===== src/rtl/static_mem_ctrl_defines.vh =====
`ifndef STATIC_MEM_CTRL_DEFINES_VH
`define STATIC_MEM_CTRL_DEFINES_VH

// Register map, byte addresses
`define CS_CONFIG_0_OFF     8'h00
`define CS_CONFIG_1_OFF     8'h04
`define CS_CONFIG_2_OFF     8'h08
`define CS_CONFIG_3_OFF     8'h0C
`define CS_CONFIG_4_OFF     8'h10
`define CS_CONFIG_5_OFF     8'h14
`define CS_CONFIG_6_OFF     8'h18
`define CS_CONFIG_7_OFF     8'h1C
`define CS_CONFIG_LAST_OFF  `CS_CONFIG_7_OFF
`define CS_CONFIG_RESET     32'h00002000
`define CS_CONFIG_MASK      32'h7703FFFF

// Field positions
`define WS_COUNT_LSB        0
`define WS_COUNT_MSB        6
`define WS_ENABLE_BIT       7
`define FLOAT_LSB           8
`define FLOAT_MSB           11
`define BYTE_ACCESS_BIT     12
`define BUS_WIDTH_LSB       13
`define BUS_WIDTH_MSB       14
`define READ_PROTO_BIT      15
`define CS_SHORTEN_LSB      16
`define CS_SHORTEN_MSB      17
`define SETUP_LSB           24
`define SETUP_MSB           26
`define HOLD_LSB            28
`define HOLD_MSB            30

// Bus width codes
`define BUS_WIDTH_16        2'h1
`define BUS_WIDTH_8         2'h2

// AHB-Lite encodings
`define HTRANS_NONSEQ_BIT   1
`define HSIZE_WORD          3'h2

// Timing, in half-cycle ticks of the memory bus (one ref_clk per tick)
`define TICKS_PER_CYCLE     10'h002
`define HALF_TICK           10'h001
`define EARLY_READ_EXTRA    10'h001

`endif


===== src/rtl/static_mem_ctrl.v =====
// Local design decision: the AHB-Lite interface to the registers.
`timescale 1ns/1ps
`include "static_mem_ctrl_defines.vh"

// Behaviour
// - Eight RW config registers, reset 0x00002000
// - Wait count sets strobe pulse length
// - Wait count reads zero when disabled
// - Pulse lengths per protocol and count
// - Bit 7 enables programmed wait states
// - Bus held for data float cycles
// - Byte access type only for 16-bit
// - Bus width codes 01=16, 10=8
// - Bit 15 selects early read protocol
// - Chip select shortened both ends
// - Setup N plus half cycle, zero for early read at N=0
// - Hold N cycles, zero special cases
module static_mem_ctrl #(
  parameter NUM_CS = 8
) (
  ref_clk,
  srst,
  hsel,
  haddr,
  htrans,
  hwrite,
  hsize,
  hwdata,
  hready,
  hreadyout,
  hresp,
  hrdata,
  acc_req,
  acc_cs,
  acc_write,
  acc_ready,
  acc_done,
  chip_select_n,
  read_strobe_n,
  write_strobe_n,
  bus_width_16,
  bus_width_8,
  byte_access_type,
  bus_busy
);
  input  wire              ref_clk;
  input  wire              srst;
  input  wire              hsel;
  input  wire [31:0]       haddr;
  input  wire [1:0]        htrans;
  input  wire              hwrite;
  input  wire [2:0]        hsize;
  input  wire [31:0]       hwdata;
  input  wire              hready;
  output wire              hreadyout;
  output wire              hresp;
  output reg  [31:0]       hrdata;
  input  wire              acc_req;
  input  wire [2:0]        acc_cs;
  input  wire              acc_write;
  output wire              acc_ready;
  output reg               acc_done;
  output reg  [NUM_CS-1:0] chip_select_n;
  output reg               read_strobe_n;
  output reg               write_strobe_n;
  output reg               bus_width_16;
  output reg               bus_width_8;
  output reg               byte_access_type;
  output wire              bus_busy;

  localparam [2:0] ST_IDLE   = 3'h1;
  localparam [2:0] ST_ACCESS = 3'h2;
  localparam [2:0] ST_FLOAT  = 3'h4;

  // Bus slave
  reg                    wr_pend_reg;
  reg  [2:0]             wr_idx_reg;
  wire                   addr_phase;
  wire                   addr_hit;
  wire [2:0]             addr_idx;
  wire [31:0]            cfg_flat  [0:NUM_CS-1];
  wire [31:0]            rd_flat   [0:NUM_CS-1];
  wire [31:0]            fwd_view;

  assign hreadyout  = 1'b1;
  assign hresp      = 1'b0;
  assign addr_phase = hsel & htrans[`HTRANS_NONSEQ_BIT] & hready;
  assign addr_hit   = (haddr[31:5] == 27'h0000000) &
                      (haddr[1:0] == 2'h0);
  assign addr_idx   = haddr[4:2];

  always @(posedge ref_clk) begin
    if (srst) begin
      wr_pend_reg <= 1'b0;
      wr_idx_reg  <= 3'h0;
    end else begin
      wr_pend_reg <= addr_phase & addr_hit & hwrite &
                     (hsize == `HSIZE_WORD);
      wr_idx_reg  <= addr_idx;
    end
  end

  // Read view of a word being written this cycle
  assign fwd_view = hwdata[`WS_ENABLE_BIT] ?
                    (hwdata & `CS_CONFIG_MASK) :
                    ({hwdata[31:`WS_COUNT_MSB+1], 7'h00} &
                     `CS_CONFIG_MASK);

  always @(posedge ref_clk) begin
    if (srst) begin
      hrdata <= 32'h00000000;
    end else if (addr_phase & ~hwrite) begin
      if (~addr_hit) begin
        hrdata <= 32'h00000000;
      end else if (wr_pend_reg & (wr_idx_reg == addr_idx)) begin
        hrdata <= fwd_view;
      end else begin
        hrdata <= rd_flat[addr_idx];
      end
    end
  end

  genvar gi;
  generate
    for (gi = 0; gi < NUM_CS; gi = gi + 1) begin : g_cfg
      cs_config_reg u_cfg (
        .ref_clk (ref_clk),
        .srst    (srst),
        .wr_en   (wr_pend_reg & (wr_idx_reg == gi)),
        .wdata   (hwdata),
        .cfg_q   (cfg_flat[gi]),
        .rd_data (rd_flat[gi])
      );
    end
  endgenerate

  // Field decode of the selected chip select
  wire [31:0] sel_cfg;
  wire [6:0]  f_ws_count;
  wire        f_ws_en;
  wire [3:0]  f_float;
  wire        f_bat;
  wire [1:0]  f_width;
  wire        f_early;
  wire [1:0]  f_shorten;
  wire [2:0]  f_setup;
  wire [2:0]  f_hold;

  assign sel_cfg    = cfg_flat[acc_cs];
  assign f_ws_count = sel_cfg[`WS_COUNT_MSB:`WS_COUNT_LSB];
  assign f_ws_en    = sel_cfg[`WS_ENABLE_BIT];
  assign f_float    = sel_cfg[`FLOAT_MSB:`FLOAT_LSB];
  assign f_bat      = sel_cfg[`BYTE_ACCESS_BIT];
  assign f_width    = sel_cfg[`BUS_WIDTH_MSB:`BUS_WIDTH_LSB];
  assign f_early    = sel_cfg[`READ_PROTO_BIT];
  assign f_shorten  = sel_cfg[`CS_SHORTEN_MSB:`CS_SHORTEN_LSB];
  assign f_setup    = sel_cfg[`SETUP_MSB:`SETUP_LSB];
  assign f_hold     = sel_cfg[`HOLD_MSB:`HOLD_LSB];

  // Phase lengths in half-cycle ticks
  reg [9:0] setup_len;
  reg [9:0] pulse_len;
  reg [9:0] hold_len;
  reg [9:0] float_len;
  reg [9:0] short_len;
  wire      rd_early;

  assign rd_early = f_early & ~acc_write;

  always @* begin
    if (f_setup != 3'h0) begin
      setup_len = {6'h00, f_setup, 1'b0} + `HALF_TICK;
    end else if (rd_early) begin
      setup_len = 10'h000;
    end else begin
      setup_len = `HALF_TICK;
    end
    if (~f_ws_en) begin
      pulse_len = rd_early ? `TICKS_PER_CYCLE : `HALF_TICK;
    end else if (acc_write) begin
      pulse_len = {2'h0, f_ws_count, 1'b0} + `TICKS_PER_CYCLE;
    end else if (rd_early) begin
      pulse_len = {2'h0, f_ws_count, 1'b0} + `TICKS_PER_CYCLE +
                  `TICKS_PER_CYCLE;
    end else begin
      pulse_len = {2'h0, f_ws_count, 1'b0} + `TICKS_PER_CYCLE +
                  `HALF_TICK;
    end
    if (f_hold != 3'h0) begin
      hold_len = {6'h00, f_hold, 1'b0};
    end else begin
      hold_len = acc_write ? `HALF_TICK : 10'h000;
    end
    float_len = {5'h00, f_float, 1'b0};
    short_len = {7'h00, f_shorten, 1'b0};
  end

  // Access sequencer
  reg  [2:0]  state_reg;
  reg  [2:0]  state_next;
  reg  [9:0]  pos_reg;
  reg  [9:0]  pos_next;
  reg  [2:0]  cur_cs_reg;
  reg  [2:0]  cur_cs_next;
  reg         cur_wr_reg;
  reg         cur_wr_next;
  reg  [9:0]  strb_beg_reg;
  reg  [9:0]  strb_beg_next;
  reg  [9:0]  strb_end_reg;
  reg  [9:0]  strb_end_next;
  reg  [9:0]  total_reg;
  reg  [9:0]  total_next;
  reg  [9:0]  short_reg;
  reg  [9:0]  short_next;
  reg  [9:0]  float_reg;
  reg  [9:0]  float_next;
  reg         done_next;
  wire        accept;

  // Float time blocks every other chip select
  assign acc_ready = (state_reg == ST_IDLE) |
                     ((state_reg == ST_FLOAT) & (acc_cs == cur_cs_reg));
  assign accept    = acc_req & acc_ready;
  assign bus_busy  = (state_reg != ST_IDLE);

  always @* begin
    state_next    = state_reg;
    pos_next      = pos_reg;
    cur_cs_next   = cur_cs_reg;
    cur_wr_next   = cur_wr_reg;
    strb_beg_next = strb_beg_reg;
    strb_end_next = strb_end_reg;
    total_next    = total_reg;
    short_next    = short_reg;
    float_next    = float_reg;
    done_next     = 1'b0;
    case (state_reg)
      ST_IDLE, ST_FLOAT: begin
        if (accept) begin
          state_next    = ST_ACCESS;
          pos_next      = 10'h000;
          cur_cs_next   = acc_cs;
          cur_wr_next   = acc_write;
          strb_beg_next = setup_len;
          strb_end_next = setup_len + pulse_len;
          total_next    = setup_len + pulse_len + hold_len;
          short_next    = short_len;
          float_next    = float_len;
        end else if (state_reg == ST_FLOAT) begin
          if (pos_reg + 10'h001 >= float_reg) begin
            state_next = ST_IDLE;
            pos_next   = 10'h000;
          end else begin
            pos_next = pos_reg + 10'h001;
          end
        end
      end
      ST_ACCESS: begin
        if (pos_reg + 10'h001 >= total_reg) begin
          done_next  = 1'b1;
          pos_next   = 10'h000;
          state_next = (float_reg != 10'h000) ? ST_FLOAT : ST_IDLE;
        end else begin
          pos_next = pos_reg + 10'h001;
        end
      end
      default: begin
        state_next = ST_IDLE;
        pos_next   = 10'h000;
      end
    endcase
  end

  // Strobe and chip select windows for the next tick
  wire in_acc_next;
  wire strb_on_next;
  wire cs_on_next;

  assign in_acc_next  = (state_next == ST_ACCESS);
  assign strb_on_next = in_acc_next & (pos_next >= strb_beg_next) &
                        (pos_next < strb_end_next);
  assign cs_on_next   = in_acc_next & (pos_next >= short_next) &
                        (pos_next + short_next < total_next);

  always @(posedge ref_clk) begin
    if (srst) begin
      state_reg        <= ST_IDLE;
      pos_reg          <= 10'h000;
      cur_cs_reg       <= 3'h0;
      cur_wr_reg       <= 1'b0;
      strb_beg_reg     <= 10'h000;
      strb_end_reg     <= 10'h000;
      total_reg        <= 10'h000;
      short_reg        <= 10'h000;
      float_reg        <= 10'h000;
      acc_done         <= 1'b0;
      chip_select_n    <= {NUM_CS{1'b1}};
      read_strobe_n    <= 1'b1;
      write_strobe_n   <= 1'b1;
      bus_width_16     <= 1'b0;
      bus_width_8      <= 1'b0;
      byte_access_type <= 1'b0;
    end else begin
      state_reg      <= state_next;
      pos_reg        <= pos_next;
      cur_cs_reg     <= cur_cs_next;
      cur_wr_reg     <= cur_wr_next;
      strb_beg_reg   <= strb_beg_next;
      strb_end_reg   <= strb_end_next;
      total_reg      <= total_next;
      short_reg      <= short_next;
      float_reg      <= float_next;
      acc_done       <= done_next;
      chip_select_n  <= ~({{(NUM_CS-1){1'b0}}, cs_on_next} << cur_cs_next);
      read_strobe_n  <= ~(strb_on_next & ~cur_wr_next);
      write_strobe_n <= ~(strb_on_next & cur_wr_next);
      if (accept) begin
        bus_width_16     <= (f_width == `BUS_WIDTH_16);
        bus_width_8      <= (f_width == `BUS_WIDTH_8);
        byte_access_type <= (f_width == `BUS_WIDTH_16) & f_bat;
      end
    end
  end
endmodule


===== src/rtl/cs_config_reg.v =====
`timescale 1ns/1ps
`include "static_mem_ctrl_defines.vh"

module cs_config_reg (
  ref_clk,
  srst,
  wr_en,
  wdata,
  cfg_q,
  rd_data
);
  input  wire        ref_clk;
  input  wire        srst;
  input  wire        wr_en;
  input  wire [31:0] wdata;
  output wire [31:0] cfg_q;
  output wire [31:0] rd_data;

  reg [31:0] cfg_reg;

  // Reset decodes to 16-bit bus, no waits, standard read
  always @(posedge ref_clk) begin
    if (srst) begin
      cfg_reg <= `CS_CONFIG_RESET;
    end else if (wr_en) begin
      cfg_reg <= wdata & `CS_CONFIG_MASK;
    end
  end

  assign cfg_q = cfg_reg;

  // Wait count reads zero while waits are disabled
  assign rd_data = cfg_reg[`WS_ENABLE_BIT] ? cfg_reg :
                   {cfg_reg[31:`WS_COUNT_MSB+1], 7'h00};
endmodule


===== config.mk =====
export PLATFORM = sky130hd
export DESIGN_NAME = static_mem_ctrl
export DESIGN_NICKNAME = d
export VERILOG_FILES = /design/src/rtl/static_mem_ctrl.v /design/src/rtl/cs_config_reg.v
export VERILOG_INCLUDE_DIRS = /design/src /design/src/rtl
export SDC_FILE = /design/constraint.sdc
export NUM_CORES = 1
export LEC_CHECK = 0
export ABC_AREA = 1
export BUFFER_PORTS_ARGS = -buffer_cell sky130_fd_sc_hd__clkbuf_2
export CAP_MARGIN = 20
export CORE_MARGIN = 2
export CORE_UTILIZATION = 29
export DETAILED_ROUTE_END_ITERATION = 6
export GPL_ROUTABILITY_DRIVEN = 0
export GPL_TIMING_DRIVEN = 1
export PLACE_DENSITY = 0.43
export REMOVE_ABC_BUFFERS = 1
export SLEW_MARGIN = 30
export SYNTH_ARGS = -nofsm -noshare
export SYNTH_HDL_FRONTEND = slang
export SYNTH_SLANG_ARGS = --single-unit

===== constraint.sdc =====
create_clock -name ref_clk -period 6.2 [get_ports ref_clk]
set_input_delay 0.62 -clock ref_clk [delete_from_list [all_inputs] [get_ports ref_clk]]
set_output_delay 0.62 -clock ref_clk [all_outputs]
set_load 0.01 [all_outputs]

Word level (Yosys, flattened, before mapping)

Index checks and enable logic that the tools add are counted.

Add/subtract/negate cells: 8
Magnitude comparators: 8
Eq/ne operators: 17
Shifts and indexed selects: 1
Mux-type cells: 49
Bitwise gates (word level): 36
Reduce and logical (&&, ||, !) cells: 9

Operators by type and width:

| cell                    | count |
|---|---|
| $bmux W32 S3            | 2 |
| $mux W10                | 15 |
| $mux W32                | 4 |
| $mux W8                 | 9 |
| $mux W31                | 2 |
| $add A10 B10 Y10        | 3 |
| $ge A10 B10 Y1          | 3 |
| $logic_not A27 Y1       | 1 |
| $and A1 B1 Y1           | 26 |
| $mux W3                 | 7 |
| $lt A10 B10 Y1          | 2 |
| $pmux W10 S2            | 1 |
| $eq A3 B2 Y1 const B    | 5 |
| $eq A3 B3 Y1 const B    | 5 |
| $add A10 B1 Y10 const B | 1 |
| $add A10 B2 Y10 const B | 1 |
| $add A9 B1 Y10 const B  | 1 |
| $ge A10 B5 Y1           | 1 |
| $reduce_bool A10 Y1     | 1 |
| $add A8 B2 Y9 const B   | 1 |
| $ge A4 B4 Y1 const B    | 2 |
| $not A3 Y4              | 2 |
| $not A8 Y8              | 1 |
| $shl A1 B3 Y8           | 1 |
| 18 further kinds        | 31 |

Register bits after elaboration: 303
Output and inout port bits: 50

Longest topological paths before layout

Depth after elaboration: 17
Depth in mapped cells: 36

Hierarchy

Synthesis repeated with hierarchy kept, for this count alone.

Cells, all modules: 3,411
Area, all modules: 21,201.6 µm²

Modules (own cells, without submodules):

| module          | times used | cells each | area an instance (µm²) |
|---|---|---|---|
| static_mem_ctrl | 1          | 1,811      | 10,881.7 |
| cs_config_reg   | 8          | 200        | 1,290.0 |

Least setup slack after synthesis

Ideal clock, no wire load.

Path kind: input-to-reg
Start point: in acc_cs[0]
End point: reg chip_select_n[0]
Arrival: 5.337 ns
Data required time: 6.065 ns
Slack: 0.728 ns
Stages: 31
Path buffers: 6
Cell sequence: buf_6 > buf_6 > buf_2 > buf_2 > buf_2 > clkbuf_1 > o21ai_0 > a31oi_1 > ha_1 > inv_1 > o21ai_0 > a21oi_1 > ha_1 > a21oi_1 > nand2_1 > xor2_1 > inv_1 > ha_1 > a21oi_1 > inv_1 > a31oi_1 > xor2_1 > o21ai_0 > ha_1 > nand2_1 > nor2_1 > a211oi_1 > o221a_2 > nand3_1 > nor2_1 > nand3_1

Longest elaborated chain between the ends: 17
Elaborated cells between the ends (all ways): 42

Ends and longest elaborated chain:

| item                                                        | line                  | text |
|---|---|---|
| start, declared                                             | static_mem_ctrl.v:59  | `input wire [2:0] acc_cs;` |
| $not A3 Y4 (not written as such)                            | static_mem_ctrl.v:149 | `assign sel_cfg = cfg_flat[acc_cs];` |
| $bmux W32 S3                                                | static_mem_ctrl.v:149 |  |
| $mux W31 (not written as such) (2 in series)                | static_mem_ctrl.v:149 |  |
| $add A8 B2 Y9 (no line)                                     | -                     |  |
| $add A10 B2 Y10 (no line) or $add A9 B1 Y10 (tied branches) | -                     |  |
| $mux W10                                                    | static_mem_ctrl.v:182 | `end else if (rd_early) begin` |
| $mux W10                                                    | static_mem_ctrl.v:180 | `end else if (acc_write) begin` |
| $mux W10                                                    | static_mem_ctrl.v:178 | `if (~f_ws_en) begin` |
| $add A10 B10 Y10 (2 in series)                              | static_mem_ctrl.v:246 | `total_next = setup_len + pulse_len + hold_len;` |
| $mux W10                                                    | static_mem_ctrl.v:239 | `if (accept) begin` |
| $mux W10                                                    | static_mem_ctrl.v:237 | `case (state_reg)` |
| $lt A10 B10 Y1                                              | static_mem_ctrl.v:283 | `(pos_next + short_next < total_next);` |
| $and A1 B1 Y1                                               | static_mem_ctrl.v:282 | `assign cs_on_next = in_acc_next & (pos_next >= short_next) &` |
| $shl A1 B3 Y8 *                                             | static_mem_ctrl.v:314 | `chip_select_n <= ~({{(NUM_CS-1){1'b0}}, cs_on_next} << cur_cs_next);` |
| $not A8 Y8 *                                                | static_mem_ctrl.v:314 |  |
| end signal, assigned                                        | static_mem_ctrl.v:297 | `chip_select_n <= {NUM_CS{1'b1}};` |
| end signal, assigned                                        | static_mem_ctrl.v:314 |  |
| end, declared                                               | static_mem_ctrl.v:63  | `output reg [NUM_CS-1:0] chip_select_n;` |

Mark *: on every way between the ends. The rest lies on a longest branch, timed or not. The select of a mux whose other input is x is not followed.
A chain may end at the register's enable or synchronous reset.

Worst setup path in the final report

Start point: reg pos_reg[0]
End point: reg chip_select_n[4]

Longest elaborated chain between the ends: 11
Elaborated cells between the ends (all ways): 21

Ends and longest elaborated chain:

| item                                               | line                                         | text |
|---|---|---|
| start, declared                                    | static_mem_ctrl.v:201                        | `reg [9:0] pos_reg;` |
| start signal, assigned                             | static_mem_ctrl.v:305                        | `pos_reg <= pos_next;` |
| $add A10 B1 Y10 *                                  | -                                            |  |
| $ge A10 B5 Y1                                      | static_mem_ctrl.v:250                        | `if (pos_reg + 10'h001 >= float_reg) begin` |
| $mux W10                                           | static_mem_ctrl.v:250                        |  |
| $mux W10                                           | static_mem_ctrl.v:249                        | `end else if (state_reg == ST_FLOAT) begin` |
| $mux W10                                           | static_mem_ctrl.v:239                        |  |
| $pmux W10 S2 *                                     | static_mem_ctrl.v:237                        |  |
| net pos_next[2]                                    | static_mem_ctrl.v:202                        | `reg [9:0] pos_next;` |
| $add A10 B10 Y10 or $ge A10 B10 Y1 (tied branches) | static_mem_ctrl.v:283, static_mem_ctrl.v:282 |  |
| $lt A10 B10 Y1 or $and A1 B1 Y1 (tied branches)    | static_mem_ctrl.v:283, static_mem_ctrl.v:282 |  |
| $and A1 B1 Y1 *                                    | static_mem_ctrl.v:282                        |  |
| $shl A1 B3 Y8 *                                    | static_mem_ctrl.v:314                        |  |
| $not A8 Y8 *                                       | static_mem_ctrl.v:314                        |  |

The timed path passes the listed nets; every way through them passes the cells marked *.

==> metrics.txt <==
CP Data Required Time=6.61 ns; CTS Buffer Depth=3; Fin Setup TNS=0 ns; First-pass DRT Iterations=5; r2r startpoint=pos_reg[0]; R2R Setup Slk=0.59 ns; Critical Path AT=6.02 ns; IO buf count=roughly 110; vias per inst=5.04; share of the synthesized area in the top cell type=0.360; most frequent cells in the layout=nand2_1 (368), a21oi_1 (330), o21ai_0 (316); WL/cell=18.5 um; final setup skew=0.0239 ns; nets@finish=about 2600; top cells by area, synth=dfxtp_1 (36%), a21oi_1 (10%), o21ai_0 (9.6%); Rows=87; TritonCTS Buffers=39; total power=around 0.005 W; Crit Path Class=register to register; post-synthesis cell type count=58; DR iter-0 viols=1094; Mapped Avg Cell Area=6.90 um^2; initial core utilization=0.292; dpl cell area=17600 um^2; static leakage=7.94 nW; fillcell total=6148; YS warnings=0; Worst-Margin Slew=0.954 ns; Die Y=242 um; area of the die=58400 um^2; Post-Syn Area=16400 um^2; startpoint types=register; vias in the first global route=15355; synth-to-layout area growth=15.2%; DP Cell Count=3128; largest net degree at the start of global routing=about 110; Resize count post-CTS=0; Post-synth ARST share=0; Hold Path Class=primary input to register; setup repair after global routing missed its margin=no; WL final=59.2 mm; status=complete, no violations; ANT cells=0; CTS tree=done; overall routing resource usage=0.198; Hold Buf Count CTS=0; Clock Latency Late Sink=0.57 ns; Clk pin slew, worst setup/hold paths=~0.06 ns; Final Max Slew Viols=0; max_slew headroom=0.360; Setup Fix Bufs, Post-CTS=0; number of flip-flops in the largest register=around 190; PwrDens=266 nW/um^2; r2r endpoint=chip_select_n[4]; crit path to=chip_select_n[4]; hpwl dp=37.6 mm; first-pass GRT wire length=91.1 mm; R2R cell count=31; Remaining DRCs=0; post-synth top area cell=dfxtp_1; pre-CTS setup slack=0.275 ns; Final Cell Area=18900 um^2; endpoints failing setup=0; EDFF count, synth=0; commonest non-fill, non-tap cell in the layout=nand2_1; initial antenna violation count=0; crit path max fanout=6; synthesized instance count=2375; ys flop type=dfxtp_1; cell mode on critical path=nand2_1; Final WS setup=0.591 ns; CP max stage delay=0.44 ns; Finished Layout Cells=between 3000 and 4000; H-tree depth=2; period utilisation layout=0.905; Period minus WS final=roughly 5.6 ns; highest clock rate=178 MHz; total of max-cap violations=0; share of layout cells above drive strength 1=0.105; Worst Setup End Kind=register; Critical Path Source=pos_reg[0]; synthesis-stage register bit count=around 300; via count=16123; I/O Pins=129; Worst path slowest cell=dfxtp_1; Max VDD drop=0.000148 V; gr ovfl total=0; Fin. Hold Viols=0; CTS Root Cell=clkbuf_16; CTS Sinks=around 300; core area=56200 um^2; Routed Antenna Nets=0; register area share after synthesis=0.360; die width=about 240 um
final cells by class:
class                           instances  area, um^2  area share
Clock buffer                           61        1140      0.0604
Clock inverter                          8         105     0.00557
Inverter                              247         930      0.0492
Multi-Input combinational cell       1675        8920       0.473
Sequential cell                       295        5910       0.313
Tap cell                              756         946      0.0501
Timing Repair Buffer                  155         927      0.0491
synthesized netlist by cell type (20+ instances only):
master	n
inv_1	220
dfxtp_1	295
nor2_1	229
o211ai_1	23
ha_1	73
o21ai_0	316
nand2_1	368
o221ai_1	20
xor2_1	23
clkbuf_1	123
a21oi_1	330
nand3_1	122
cells by family (layout without fill, tap and decap cells):
family,Yosys count,after routing,share of synthesized area
other,2,10,0.000458
DFF,295,295,0.360
muxes,4,4,0.00321
adders and majority gates,76,76,0.0594
and+or+nand+nor,775,775,0.198
AOI/OAI and AO/OA,786,786,0.265
buffers and inverters,413,471,0.101
xor gates and xnor gates,24,24,0.0128
report_power, final:
| group | switching [W] | total [W] | internal (W) | leakage (nW) |
|---|---|---|---|---|
| Combinational | 0.000556 | 0.000808 | 0.000251 | 4.95 |
| Sequential | 0.0000190 | 0.00196 | 0.00194 | 2.38 |
| Clock | 0.000907 | 0.00225 | 0.00134 | 0.609 |
per-layer routing:
metal | track usage | up-vias | wire, um
li1 | - | 8085 | -
met1 | 0.277 | 7482 | 28100
met2 | 0.320 | 476 | 26500
met3 | 0.0224 | 80 | 3110
met4 | 0.0592 | 0 | 1420
met5 | 0 | - | 0
worst max-delay path: cells and delay by family, from the launching register on:
family                   cells  cell delay, ns
buffers and inverters        1            0.16
flip-flops                   1            0.44
AND/OR/NAND/NOR             13            1.52
XOR/XNOR                     2            0.58
adder cells (fa/ha/maj)      4            1.15
AO/OA/AOI/OAI               11            1.60
worst min-delay path by stage:
stage                             from           end  cells after the start
after floorplan           short_reg[0]  short_reg[0]                      2
after global placement    short_reg[0]  short_reg[0]                      2
after detailed placement  short_reg[0]  short_reg[0]                      2
after CTS                     hsize[1]   wr_pend_reg                      3
after global routing          hsize[1]   wr_pend_reg                      3
final                         hsize[1]   wr_pend_reg                      3
stage by stage:
stage	hold WS (ns)	utilization
final	0.316	0.336
after global routing	0.330	0.336
after CTS	0.297	0.336
after detailed placement	0.438	0.314
after global placement	0.435	0.314
after floorplan	0.422	-
Note: power is estimated with default switching activity, not from simulation.
